===== config.mk =====
export PLATFORM = sky130hd
export DESIGN_NAME = bla_boot_loader
export DESIGN_NICKNAME = d
export VERILOG_FILES = /design/src/bla_fifo.v /design/src/bla_boot_loader.v
export VERILOG_INCLUDE_DIRS = /design/src
export SDC_FILE = /design/constraint.sdc
export NUM_CORES = 1
export LEC_CHECK = 0
export ABC_AREA = 1
export BUFFER_PORTS_ARGS = -buffer_cell sky130_fd_sc_hd__buf_2
export CAP_MARGIN = 20
export CORE_MARGIN = 4
export CORE_UTILIZATION = 40
export CTS_BUF_LIST = sky130_fd_sc_hd__clkbuf_4
export DETAILED_ROUTE_END_ITERATION = 10
export PLACE_DENSITY = 0.69
export SLEW_MARGIN = 10
export SYNTH_ARGS = -nofsm -noshare
export SYNTH_HDL_FRONTEND = slang
export SYNTH_HIERARCHICAL = 1
export SYNTH_SLANG_ARGS = --single-unit

===== constraint.sdc =====
create_clock -name aclk -period 6.9 [get_ports aclk]
set_clock_uncertainty 0.05 [all_clocks]
set_input_delay 1.035 -clock aclk [delete_from_list [all_inputs] [get_ports aclk]]
set_output_delay 1.035 -clock aclk [all_outputs]
set_load 0.02 [all_outputs]

===== src/bla_defines.vh =====
// bla_defines.vh: offsets, field positions, reset values and timing counts for the boot loader autobaud block
// assumes: included by bare name from the boot loader design file; the fifo file does not include it
`ifndef BLA_DEFINES_VH
`define BLA_DEFINES_VH

// clock
`define BLA_CLK_PERIOD_NS   4

// axi4-lite register byte offsets
`define BLA_OFF_CTRL        8'h00
`define BLA_OFF_STATUS      8'h04
`define BLA_OFF_TIMER       8'h08
`define BLA_OFF_RELOAD      8'h0C
`define BLA_RESP_OKAY       2'h0
`define BLA_RESP_SLVERR     2'h2

// ctrl fields (write one to trigger)
`define BLA_CTRL_SWRST      0

// status fields
`define BLA_ST_BOOT_MODE    0
`define BLA_ST_OVERFLOW     1
`define BLA_ST_OVERRUN      2
`define BLA_ST_FRAME_ERR    3
`define BLA_ST_JUMPED       4
`define BLA_ST_STATE_LSB    8

// reload arithmetic and baud timing
`define BLA_RELOAD_SUB      16'h0024
`define BLA_RELOAD_DIV      16'h0048
`define BLA_BAUD_SHIFT      5
`define BLA_TMR_PRESC_MAX   2'h3

// load sequence and fetch addresses
`define BLA_LOAD_BYTES      6'h20
`define BLA_LOAD_BASE       24'h00FA40
`define BLA_RESET_FETCH     24'h000000

`endif


===== src/bla_fifo.v =====
// bla_fifo: small first-in first-out buffer, register array storage
// assumes: one clock, synchronous active-low reset, both sides on the same clock
`default_nettype none

module bla_fifo #(
  parameter WIDTH = 8,
  parameter DEPTH = 4,
  parameter AW    = 2
) (
  input  wire             aclk,
  input  wire             aresetn,
  input  wire             in_valid,
  output wire             in_ready,
  input  wire [WIDTH-1:0] in_data,
  output wire             out_valid,
  input  wire             out_ready,
  output wire [WIDTH-1:0] out_data
);

  reg [WIDTH-1:0] mem_q [0:DEPTH-1];
  reg [AW-1:0]    wr_ptr_q;
  reg [AW-1:0]    rd_ptr_q;
  reg [AW:0]      count_q;

  wire push = in_valid && in_ready;
  wire pop  = out_valid && out_ready;

  // full and empty straight from the occupancy count
  assign in_ready  = (count_q != DEPTH[AW:0]);
  assign out_valid = (count_q != {(AW+1){1'b0}});
  assign out_data  = mem_q[rd_ptr_q];

  // storage has no reset: contents are only read while count says valid
  always @(posedge aclk) begin
    if (push) begin
      mem_q[wr_ptr_q] <= in_data;
    end
  end

  // pointers wrap at depth, so depth must be a power of two
  always @(posedge aclk) begin
    if (!aresetn) begin
      wr_ptr_q <= {AW{1'b0}};
      rd_ptr_q <= {AW{1'b0}};
      count_q  <= {(AW+1){1'b0}};
    end else begin
      if (push) begin
        wr_ptr_q <= wr_ptr_q + 1'b1;
      end
      if (pop) begin
        rd_ptr_q <= rd_ptr_q + 1'b1;
      end
      if (push && !pop) begin
        count_q <= count_q + 1'b1;
      end else if (pop && !push) begin
        count_q <= count_q - 1'b1;
      end
    end
  end

endmodule // bla_fifo

`default_nettype wire


===== src/bla_boot_loader.v =====
// bla_boot_loader: serial bootstrap loader with automatic baud detection and axi4-lite status port
// assumes: pins arrive asynchronous to aclk; ram write port and cpu start sit on aclk
// How it works
// - A software reset through the control register always leaves boot-loader mode, whatever the strap.
// - After a hardware reset boot-loader mode is entered only when the boot select strap reads low.
// - On leaving boot-loader mode through reset the fetch address is zero, internal or external per the access pin.
// - One serial bit lasts 32 times (reload plus one) cpu clocks.
// - The zero byte timer counts the calibration byte in steps of four cpu clocks.
// - The reload value is the timer count minus 36, divided by 72.
// - The zero byte timer is 16 bits wide; running past its top sets a sticky overflow flag.
// - After the rate is derived the transmit pin is enabled and an identification byte is sent.
// - Then 32 bytes are received, written upward from 00FA40h, and execution jumps there.
//
// The placing of the registers and the AXI4-Lite interface to the registers were chosen for this implementation.
`default_nettype none
`include "bla_defines.vh"

module bla_boot_loader #(
  parameter [7:0] ID_BYTE = 8'hA5, // identification value, arbitrary
  parameter       FIFO_DEPTH = 4
) (
  input  wire        aclk,
  input  wire        aresetn,
  input  wire        boot_select_strap,
  input  wire        external_access_pin,
  input  wire        serial_receive_pin,
  output wire        serial_transmit_pin,
  output wire        serial_transmit_oe,
  output wire        boot_loader_mode,
  output wire        cpu_start,
  output wire [23:0] fetch_addr,
  output wire        fetch_external,
  output wire        ram_we,
  input  wire        ram_ready,
  output wire [23:0] ram_addr,
  output wire [7:0]  ram_wdata,
  input  wire [7:0]  s_axi_awaddr,
  input  wire        s_axi_awvalid,
  output wire        s_axi_awready,
  input  wire [31:0] s_axi_wdata,
  input  wire [3:0]  s_axi_wstrb,
  input  wire        s_axi_wvalid,
  output wire        s_axi_wready,
  output wire [1:0]  s_axi_bresp,
  output wire        s_axi_bvalid,
  input  wire        s_axi_bready,
  input  wire [7:0]  s_axi_araddr,
  input  wire        s_axi_arvalid,
  output wire        s_axi_arready,
  output wire [31:0] s_axi_rdata,
  output wire [1:0]  s_axi_rresp,
  output wire        s_axi_rvalid,
  input  wire        s_axi_rready
);

  // one-hot loader states
  localparam [7:0] ST_WAIT   = 8'h01;
  localparam [7:0] ST_MEAS   = 8'h02;
  localparam [7:0] ST_CALC   = 8'h04;
  localparam [7:0] ST_TXID   = 8'h08;
  localparam [7:0] ST_LOAD   = 8'h10;
  localparam [7:0] ST_RUN    = 8'h20;
  localparam [7:0] ST_NORMAL = 8'h40;
  localparam [7:0] ST_STRAP  = 8'h80;

  // reload from timer count, truncating; counts under the offset give zero
  function [15:0] calc_reload;
    input [15:0] t;
    begin
      if (t < `BLA_RELOAD_SUB) begin
        calc_reload = 16'h0000;
      end else begin
        calc_reload = (t - `BLA_RELOAD_SUB) / `BLA_RELOAD_DIV;
      end
    end
  endfunction

  // cpu clocks per serial bit
  function [20:0] bit_len;
    input [15:0] rl;
    begin
      bit_len = {5'h00, rl + 16'h0001} << `BLA_BAUD_SHIFT;
    end
  endfunction

  reg [7:0]  state_q;
  reg        boot_q;
  reg        start_q;
  reg [23:0] fetch_q;
  reg [15:0] timer_q;
  reg [1:0]  presc_q;
  reg [15:0] reload_q;
  reg        ovf_q, overrun_q, ferr_q, jumped_q;
  reg        rx_m_q, rx_s_q, rx_d_q;
  reg        strap_m_q, strap_s_q;
  reg        acc_m_q, acc_s_q;
  reg        wstrb0_q;
  reg        tx_done_q;
  reg        tx_line_q, tx_oe_q;
  reg [9:0]  tx_sh_q;
  reg [3:0]  tx_bits_q;
  reg [20:0] tx_cnt_q;
  reg        rx_busy_q;
  reg [3:0]  rx_bit_q;
  reg [20:0] rx_cnt_q;
  reg [7:0]  rx_sh_q;
  reg        rx_push_q;
  reg [5:0]  rx_bytes_q;
  reg [5:0]  wr_bytes_q;
  reg [23:0] ram_addr_q;
  reg        aw_hold_q, w_hold_q, bvalid_q, rvalid_q;
  reg [7:0]  awaddr_q;
  reg [31:0] wdata_q, rdata_q;
  reg [1:0]  bresp_q, rresp_q;

  wire       fifo_in_ready;
  wire       fifo_out_valid;
  wire [7:0] fifo_out_data;
  wire       rx_fall = rx_d_q && !rx_s_q;
  wire       rx_rise = !rx_d_q && rx_s_q;
  wire [20:0] blen = bit_len(reload_q);

  // pin synchronisers: second stage is the only reader of the first
  always @(posedge aclk) begin
    rx_m_q    <= serial_receive_pin;
    rx_s_q    <= rx_m_q;
    strap_m_q <= boot_select_strap;
    strap_s_q <= strap_m_q;
    acc_m_q   <= external_access_pin;
    acc_s_q   <= acc_m_q;
  end

  // axi write: address and data taken in either order, response once both are held
  wire aw_take = s_axi_awvalid && !aw_hold_q && !bvalid_q;
  wire w_take  = s_axi_wvalid && !w_hold_q && !bvalid_q;
  wire wr_go   = aw_hold_q && w_hold_q && !bvalid_q;
  wire sw_rst  = wr_go && (awaddr_q == `BLA_OFF_CTRL) && wstrb0_q && wdata_q[`BLA_CTRL_SWRST];
  assign s_axi_awready = aw_take;
  assign s_axi_wready  = w_take;
  assign s_axi_bvalid  = bvalid_q;
  assign s_axi_bresp   = bresp_q;

  always @(posedge aclk) begin
    if (!aresetn) begin
      aw_hold_q <= 1'b0;
      w_hold_q  <= 1'b0;
      bvalid_q  <= 1'b0;
      bresp_q   <= `BLA_RESP_OKAY;
      awaddr_q  <= 8'h00;
      wdata_q   <= 32'h00000000;
      wstrb0_q  <= 1'b0;
    end else begin
      if (aw_take) begin
        aw_hold_q <= 1'b1;
        awaddr_q  <= s_axi_awaddr;
      end
      if (w_take) begin
        w_hold_q <= 1'b1;
        wdata_q  <= s_axi_wdata;
        wstrb0_q <= s_axi_wstrb[0];
      end
      if (wr_go) begin
        aw_hold_q <= 1'b0;
        w_hold_q  <= 1'b0;
        bvalid_q  <= 1'b1;
        // status, timer and reload are read-only; writes there are accepted and dropped
        case (awaddr_q)
          `BLA_OFF_CTRL, `BLA_OFF_STATUS, `BLA_OFF_TIMER, `BLA_OFF_RELOAD: bresp_q <= `BLA_RESP_OKAY;
          default: bresp_q <= `BLA_RESP_SLVERR;
        endcase
      end else if (bvalid_q && s_axi_bready) begin
        bvalid_q <= 1'b0;
      end
    end
  end

  // axi read: one cycle from address to data
  assign s_axi_arready = !rvalid_q;
  assign s_axi_rvalid  = rvalid_q;
  assign s_axi_rdata   = rdata_q;
  assign s_axi_rresp   = rresp_q;

  always @(posedge aclk) begin
    if (!aresetn) begin
      rvalid_q <= 1'b0;
      rdata_q  <= 32'h00000000;
      rresp_q  <= `BLA_RESP_OKAY;
    end else if (s_axi_arvalid && !rvalid_q) begin
      rvalid_q <= 1'b1;
      rresp_q  <= `BLA_RESP_OKAY;
      case (s_axi_araddr)
        `BLA_OFF_CTRL:   rdata_q <= 32'h00000000;
        `BLA_OFF_STATUS: rdata_q <= {16'h0000, state_q, 3'h0, jumped_q, ferr_q, overrun_q, ovf_q, boot_q};
        `BLA_OFF_TIMER:  rdata_q <= {16'h0000, timer_q};
        `BLA_OFF_RELOAD: rdata_q <= {16'h0000, reload_q};
        default: begin
          rdata_q <= 32'h00000000;
          rresp_q <= `BLA_RESP_SLVERR;
        end
      endcase
    end else if (rvalid_q && s_axi_rready) begin
      rvalid_q <= 1'b0;
    end
  end

  // loader sequence; first cycle after hardware reset release samples the strap
  always @(posedge aclk) begin
    if (!aresetn) begin
      state_q  <= ST_STRAP;
      boot_q   <= 1'b0;
      start_q  <= 1'b0;
      fetch_q  <= `BLA_RESET_FETCH;
      timer_q  <= 16'h0000;
      presc_q  <= 2'h0;
      reload_q <= 16'h0000;
      ovf_q    <= 1'b0;
      jumped_q <= 1'b0;
      tx_oe_q  <= 1'b0;
      rx_d_q   <= 1'b1;
    end else begin
      rx_d_q  <= rx_s_q;
      start_q <= 1'b0;
      if (sw_rst) begin
        state_q <= ST_NORMAL;
        boot_q  <= 1'b0;
        tx_oe_q <= 1'b0;
        fetch_q <= `BLA_RESET_FETCH;
        start_q <= 1'b1;
      end else begin
        case (state_q)
          ST_STRAP: begin
            start_q <= strap_s_q;
            boot_q  <= !strap_s_q;
            state_q <= strap_s_q ? ST_NORMAL : ST_WAIT;
          end
          ST_WAIT: begin
            if (rx_fall) begin
              state_q <= ST_MEAS;
              timer_q <= 16'h0000;
              presc_q <= 2'h0;
            end
          end
          ST_MEAS: begin
            presc_q <= presc_q + 2'h1;
            if (presc_q == `BLA_TMR_PRESC_MAX) begin
              timer_q <= timer_q + 16'h0001;
              if (timer_q == 16'hFFFF) begin
                ovf_q <= 1'b1;
              end
            end
            if (rx_rise) begin
              state_q <= ST_CALC;
            end
          end
          ST_CALC: begin
            reload_q <= calc_reload(timer_q);
            tx_oe_q  <= 1'b1;
            state_q  <= ST_TXID;
          end
          ST_TXID: begin
            if (tx_bits_q == 4'h0 && tx_done_q) begin
              state_q <= ST_LOAD;
            end
          end
          ST_LOAD: begin
            if (wr_bytes_q == `BLA_LOAD_BYTES) begin
              state_q  <= ST_RUN;
              fetch_q  <= `BLA_LOAD_BASE;
              start_q  <= 1'b1;
              jumped_q <= 1'b1;
            end
          end
          ST_RUN: state_q <= ST_RUN;
          ST_NORMAL: state_q <= ST_NORMAL;
          default: state_q <= ST_STRAP;
        endcase
      end
    end
  end

  assign boot_loader_mode = boot_q;
  assign cpu_start        = start_q;
  assign fetch_addr       = fetch_q;
  assign fetch_external   = !acc_s_q; // low access pin selects external memory

  // transmitter: one frame of start, id byte, stop at the derived rate
  always @(posedge aclk) begin
    if (!aresetn) begin
      tx_line_q <= 1'b1;
      tx_sh_q   <= 10'h3FF;
      tx_bits_q <= 4'h0;
      tx_cnt_q  <= 21'h000000;
      tx_done_q <= 1'b0;
    end else if (state_q == ST_CALC) begin
      tx_sh_q   <= {1'b1, ID_BYTE, 1'b0};
      tx_bits_q <= 4'hA;
      tx_cnt_q  <= 21'h000000;
      tx_done_q <= 1'b0;
    end else if (tx_cnt_q != 21'h000000) begin
      tx_cnt_q <= tx_cnt_q - 21'h000001;
    end else if (tx_bits_q != 4'h0) begin
      tx_line_q <= tx_sh_q[0];
      tx_sh_q   <= {1'b1, tx_sh_q[9:1]};
      tx_bits_q <= tx_bits_q - 4'h1;
      tx_cnt_q  <= blen - 21'h000001;
    end else begin
      tx_done_q <= (state_q == ST_TXID);
    end
  end

  assign serial_transmit_pin = tx_line_q;
  assign serial_transmit_oe  = tx_oe_q;

  // receiver: mid-bit sampling; a byte the full fifo cannot take is lost and flagged
  always @(posedge aclk) begin
    if (!aresetn) begin
      rx_busy_q  <= 1'b0;
      rx_bit_q   <= 4'h0;
      rx_cnt_q   <= 21'h000000;
      rx_sh_q    <= 8'h00;
      rx_push_q  <= 1'b0;
      rx_bytes_q <= 6'h00;
      overrun_q  <= 1'b0;
      ferr_q     <= 1'b0;
    end else begin
      rx_push_q <= 1'b0;
      // count a byte only once the fifo has taken it, so a lost byte cannot stall the writer
      if (rx_push_q) begin
        if (fifo_in_ready) begin
          rx_bytes_q <= rx_bytes_q + 6'h01;
        end else begin
          overrun_q <= 1'b1;
        end
      end
      if (!rx_busy_q) begin
        if (state_q == ST_LOAD && rx_fall && rx_bytes_q != `BLA_LOAD_BYTES) begin
          rx_busy_q <= 1'b1;
          rx_bit_q  <= 4'h0;
          rx_cnt_q  <= {1'b0, blen[20:1]};
        end
      end else if (rx_cnt_q != 21'h000000) begin
        rx_cnt_q <= rx_cnt_q - 21'h000001;
      end else if (rx_bit_q == 4'h0) begin
        rx_busy_q <= !rx_s_q; // false start is dropped
        rx_bit_q  <= 4'h1;
        rx_cnt_q  <= blen - 21'h000001;
      end else if (rx_bit_q != 4'h9) begin
        rx_sh_q  <= {rx_s_q, rx_sh_q[7:1]};
        rx_bit_q <= rx_bit_q + 4'h1;
        rx_cnt_q <= blen - 21'h000001;
      end else begin
        rx_busy_q <= 1'b0;
        if (!rx_s_q) begin
          ferr_q <= 1'b1;
        end else begin
          rx_push_q <= 1'b1;
        end
      end
    end
  end

  bla_fifo #(
    .WIDTH (8),
    .DEPTH (FIFO_DEPTH),
    .AW    (2)
  ) u_fifo (
    .aclk      (aclk),
    .aresetn   (aresetn),
    .in_valid  (rx_push_q),
    .in_ready  (fifo_in_ready),
    .in_data   (rx_sh_q),
    .out_valid (fifo_out_valid),
    .out_ready (ram_ready),
    .out_data  (fifo_out_data)
  );

  // ram writer: sequential addresses from the load base, stalled by ram_ready
  assign ram_we    = fifo_out_valid;
  assign ram_addr  = ram_addr_q;
  assign ram_wdata = fifo_out_data;

  always @(posedge aclk) begin
    if (!aresetn) begin
      ram_addr_q <= `BLA_LOAD_BASE;
      wr_bytes_q <= 6'h00;
    end else if (fifo_out_valid && ram_ready) begin
      ram_addr_q <= ram_addr_q + 24'h000001;
      wr_bytes_q <= wr_bytes_q + 6'h01;
    end
  end

endmodule // bla_boot_loader

`default_nettype wire


==> key figures <==
Clock network
  • Clock tree root driver cell: clkbuf_4
  • CTS Hold Bufs: 0
  • H-tree depth: 2
  • Clk buf depth: 3
  • CTS buffer count: 59
  • CTS tree: done
  • Clock sink count: 230
  • Clk slew on worst S/H paths: 70 ps
  • Post-CTS Setup Bufs: 0
  • Worst skew pair latency: 690 ps
  • Post-CTS Resized: 0

Job
  • Max-cap viol count: 0

Yosys
  • EDFF count, synth: 32
  • Cell variety after synth: 54
  • Post-synthesis sequential area ratio: 38.9%
  • Post-Synthesis Cells: 1809
  • Synth warn: 6
  • Most common flop cell mapped by yosys: dfxtp_1
  • Async S/R FF share, synth: 0%
  • Synth Register Bits: 230
  • Syn Area/Cell: 6.99 µm²
  • Synthesized area: 12700 µm²

Cells and area
  • Area Growth Syn to Fin: 11.2%
  • Layout cell share with drive strength beyond 1: 13.8%
  • Final Core Density: 45.5%
  • Commonest non-fill, non-tap cell in the layout: nand2_1
  • Final Net Count: 2018
  • Fin area: 14100 µm²
  • Most frequent cells in the layout: nand2_1 (345), inv_1 (239), nor2_1 (225), dfxtp_1 (198), a21oi_1 (136)
  • Non-Filler Instances: 2377
  • Fillers: 3170

Timing
  • Final worst slack: 1140 ps
  • Worst-Margin Slew: 977 ps
  • Max Slew Vio Count: 0
  • Fin crit period: 5760 ps
  • Tcrit/Tclk final: 83.5%
  • Worst slew margin: 34.4%
  • Peak Freq: 174 MHz
  • RSZ-0062 raised after global routing: no
  • Final setup viols: 0
  • Fin. Hold Viols: 0
  • Post-Route Setup TNS: 0 ps

Setup path
  • Worst-path fanout max: 10
  • Slowest CP cell: dfxtp_1
  • Crit path arrival time: 6320 ps
  • CP top delay family: simple AND/OR/NAND/NOR gates
  • Slowest cell delay on critical path: 430 ps
  • Req. time, crit path: 7450 ps
  • Crit end category: flop
  • Crit start category: flop
  • Crit path buf inv count: 7
  • Most used cell, CP: nand2_1
  • Critical path type: flop to flop

Detailed routing
  • Routed WL per cell: 12.8 µm
  • Via count: 11800
  • Number of DRC markers in iteration 0: 779
  • First-pass DRT Iterations: 5
  • # DRC: 0
  • Post-Route WL: 30400 µm
  • Via density: 4.95
  • Antenna-violating nets left: 0

Placement
  • IO Port Bufs: 96
  • Post-DP HPWL: 22300 µm
  • Post-place setup slack: 1110 ps
  • Placed Cells: 2265
  • GPL Wtd Cong: 0.876
  • Placed inst area: 13300 µm²

Power
  • Power Density: 244 nW/µm²
  • Maximum vdd ir drop: 0.125 mV
  • Leakage power: 6.40 nW

Global routing
  • GRT overflow: 0
  • Largest net degree at the start of global routing: 71
  • Total Routing Usage GR: 17.3%
  • Initial antenna violation count: 1
  • Wire length of the first global-routing pass: 50400 µm
  • Grt met3 use: 2.93%
  • M2 GR Usage: 29.3%
  • Routing usage on met1: 23.0%
  • Vias in the first global route: 10900
  • Grt peak-use layer: met2

Floorplanning
  • Ports: 166
  • Num rows: 64
  • Die Ht: 186 µm
  • Initial Utilization: 40.9%
  • Die area: 34500 µm²
  • Die width: 186 µm
  • Placeable Area: 30900 µm²

Min path
  • Worst Hold Class: flop to flop

Run status
  • Status: finished clean
==> report_power, final <==
group          switching [W]  internal (W)
sequential         0.0000991       0.00145
clock               0.000567      0.000539
combinational       0.000499      0.000270
==> kinds of logic after synthesis <==
logic type,share of synthesized area (%)
xor gates and xnor gates,3.61
DFF,38.9
AOI/OAI and AO/OA,14.7
buffers and inverters,11.6
adders and majority gates,2.53
and+or+nand+nor,28.6
other,0.0296
==> worst reg2reg max path: cells and delay by family (launching register included) <==
kind,cells,cell delay [ps]
buffers and inverters,7,570
AOI/OAI and AO/OA,3,380
adders and majority gates,1,270
DFF,1,430
and+or+nand+nor,42,3980
==> cell type report <==
type | instances | area [µm²] | area share (%)
multi-input combinational | 1267 | 6390 | 45.4
inverter | 272 | 1020 | 7.26
sequential | 230 | 4920 | 35.0
timing repair buffer | 100 | 510 | 3.63
tap | 396 | 495 | 3.52
antenna | 1 | 2.50 | 0.0178
clock buffer | 79 | 593 | 4.22
clock inverter | 32 | 133 | 0.943
==> through the flow <==
step	power [W]	hold WS, ps
2_1_floorplan	0.00218	260
3_3_place_gp	0.00233	260
3_5_place_dp	0.00235	262
4_1_cts	0.00346	279
5_1_grt	0.00367	289
6_report	0.00343	275
==> cell usage after synthesis (5+ instances only) <==
cell      instances  area share (%)
nor4_1           19            0.94
inv_1           239             7.1
nor2_1          225             6.7
dfxtp_1         198              31
nand2_2          35             1.7
o22ai_1          24             1.2
xor2_1           35             2.4
a31oi_1          11            0.54
a211oi_1          6            0.36
o211ai_1          8            0.47
a21oi_1         136             5.4
o21ai_1          13            0.51
edfxtp_1         32             7.6
nand3_2           5            0.40
xnor2_1          14            0.97
o21ai_0         110             4.4
nand3_1          97             3.8
clkbuf_1         29            0.86
buf_4            41             2.4
nand4_1          23             1.1
nand2_1         345              10
nand2_4           5            0.45
ha_1             24             2.4
nor3_1           46             1.8
inv_2            27            0.80
clkinv_1          6            0.18
==> layer usage <==
metal | share of wire, % | up-vias
met3 | 4.6 | 41
met5 | 0 | -
met2 | 47 | 243
met1 | 47 | 5348
li1 | - | 6125
met4 | 1.5 | 0
==> state kept, by name (all words and copies together) (netlist names), 6 cells and up, named ones only <==
register / count
wr_bytes_q: 6
ram_addr: 24
awaddr_q: 8
tx_cnt_q: 21
u_fifo/mem_q: 32
tx_sh_q: 8
state_q: 8
timer_q: 16
rx_sh_q: 8
s_axi_rdata: 16
rx_cnt_q: 21
reload_q: 10
rx_bytes_q: 6
==> final timing paths <==
check / startpoint / end / slack (ps) / cells after the start
min: acc_m_q$_DFF_P_ / acc_s_q$_DFF_P_ / 270 / 0
max reg2reg: timer_q[2]$_SDFFE_PN0P_ / reload_q[0]$_SDFFE_PN0P_ / 1140 / 53
max: timer_q[2]$_SDFFE_PN0P_ / reload_q[0]$_SDFFE_PN0P_ / 1140 / 53
min reg2reg: acc_m_q$_DFF_P_ / acc_s_q$_DFF_P_ / 270 / 0
No activity file was read; power rests on OpenSTA's default activity.
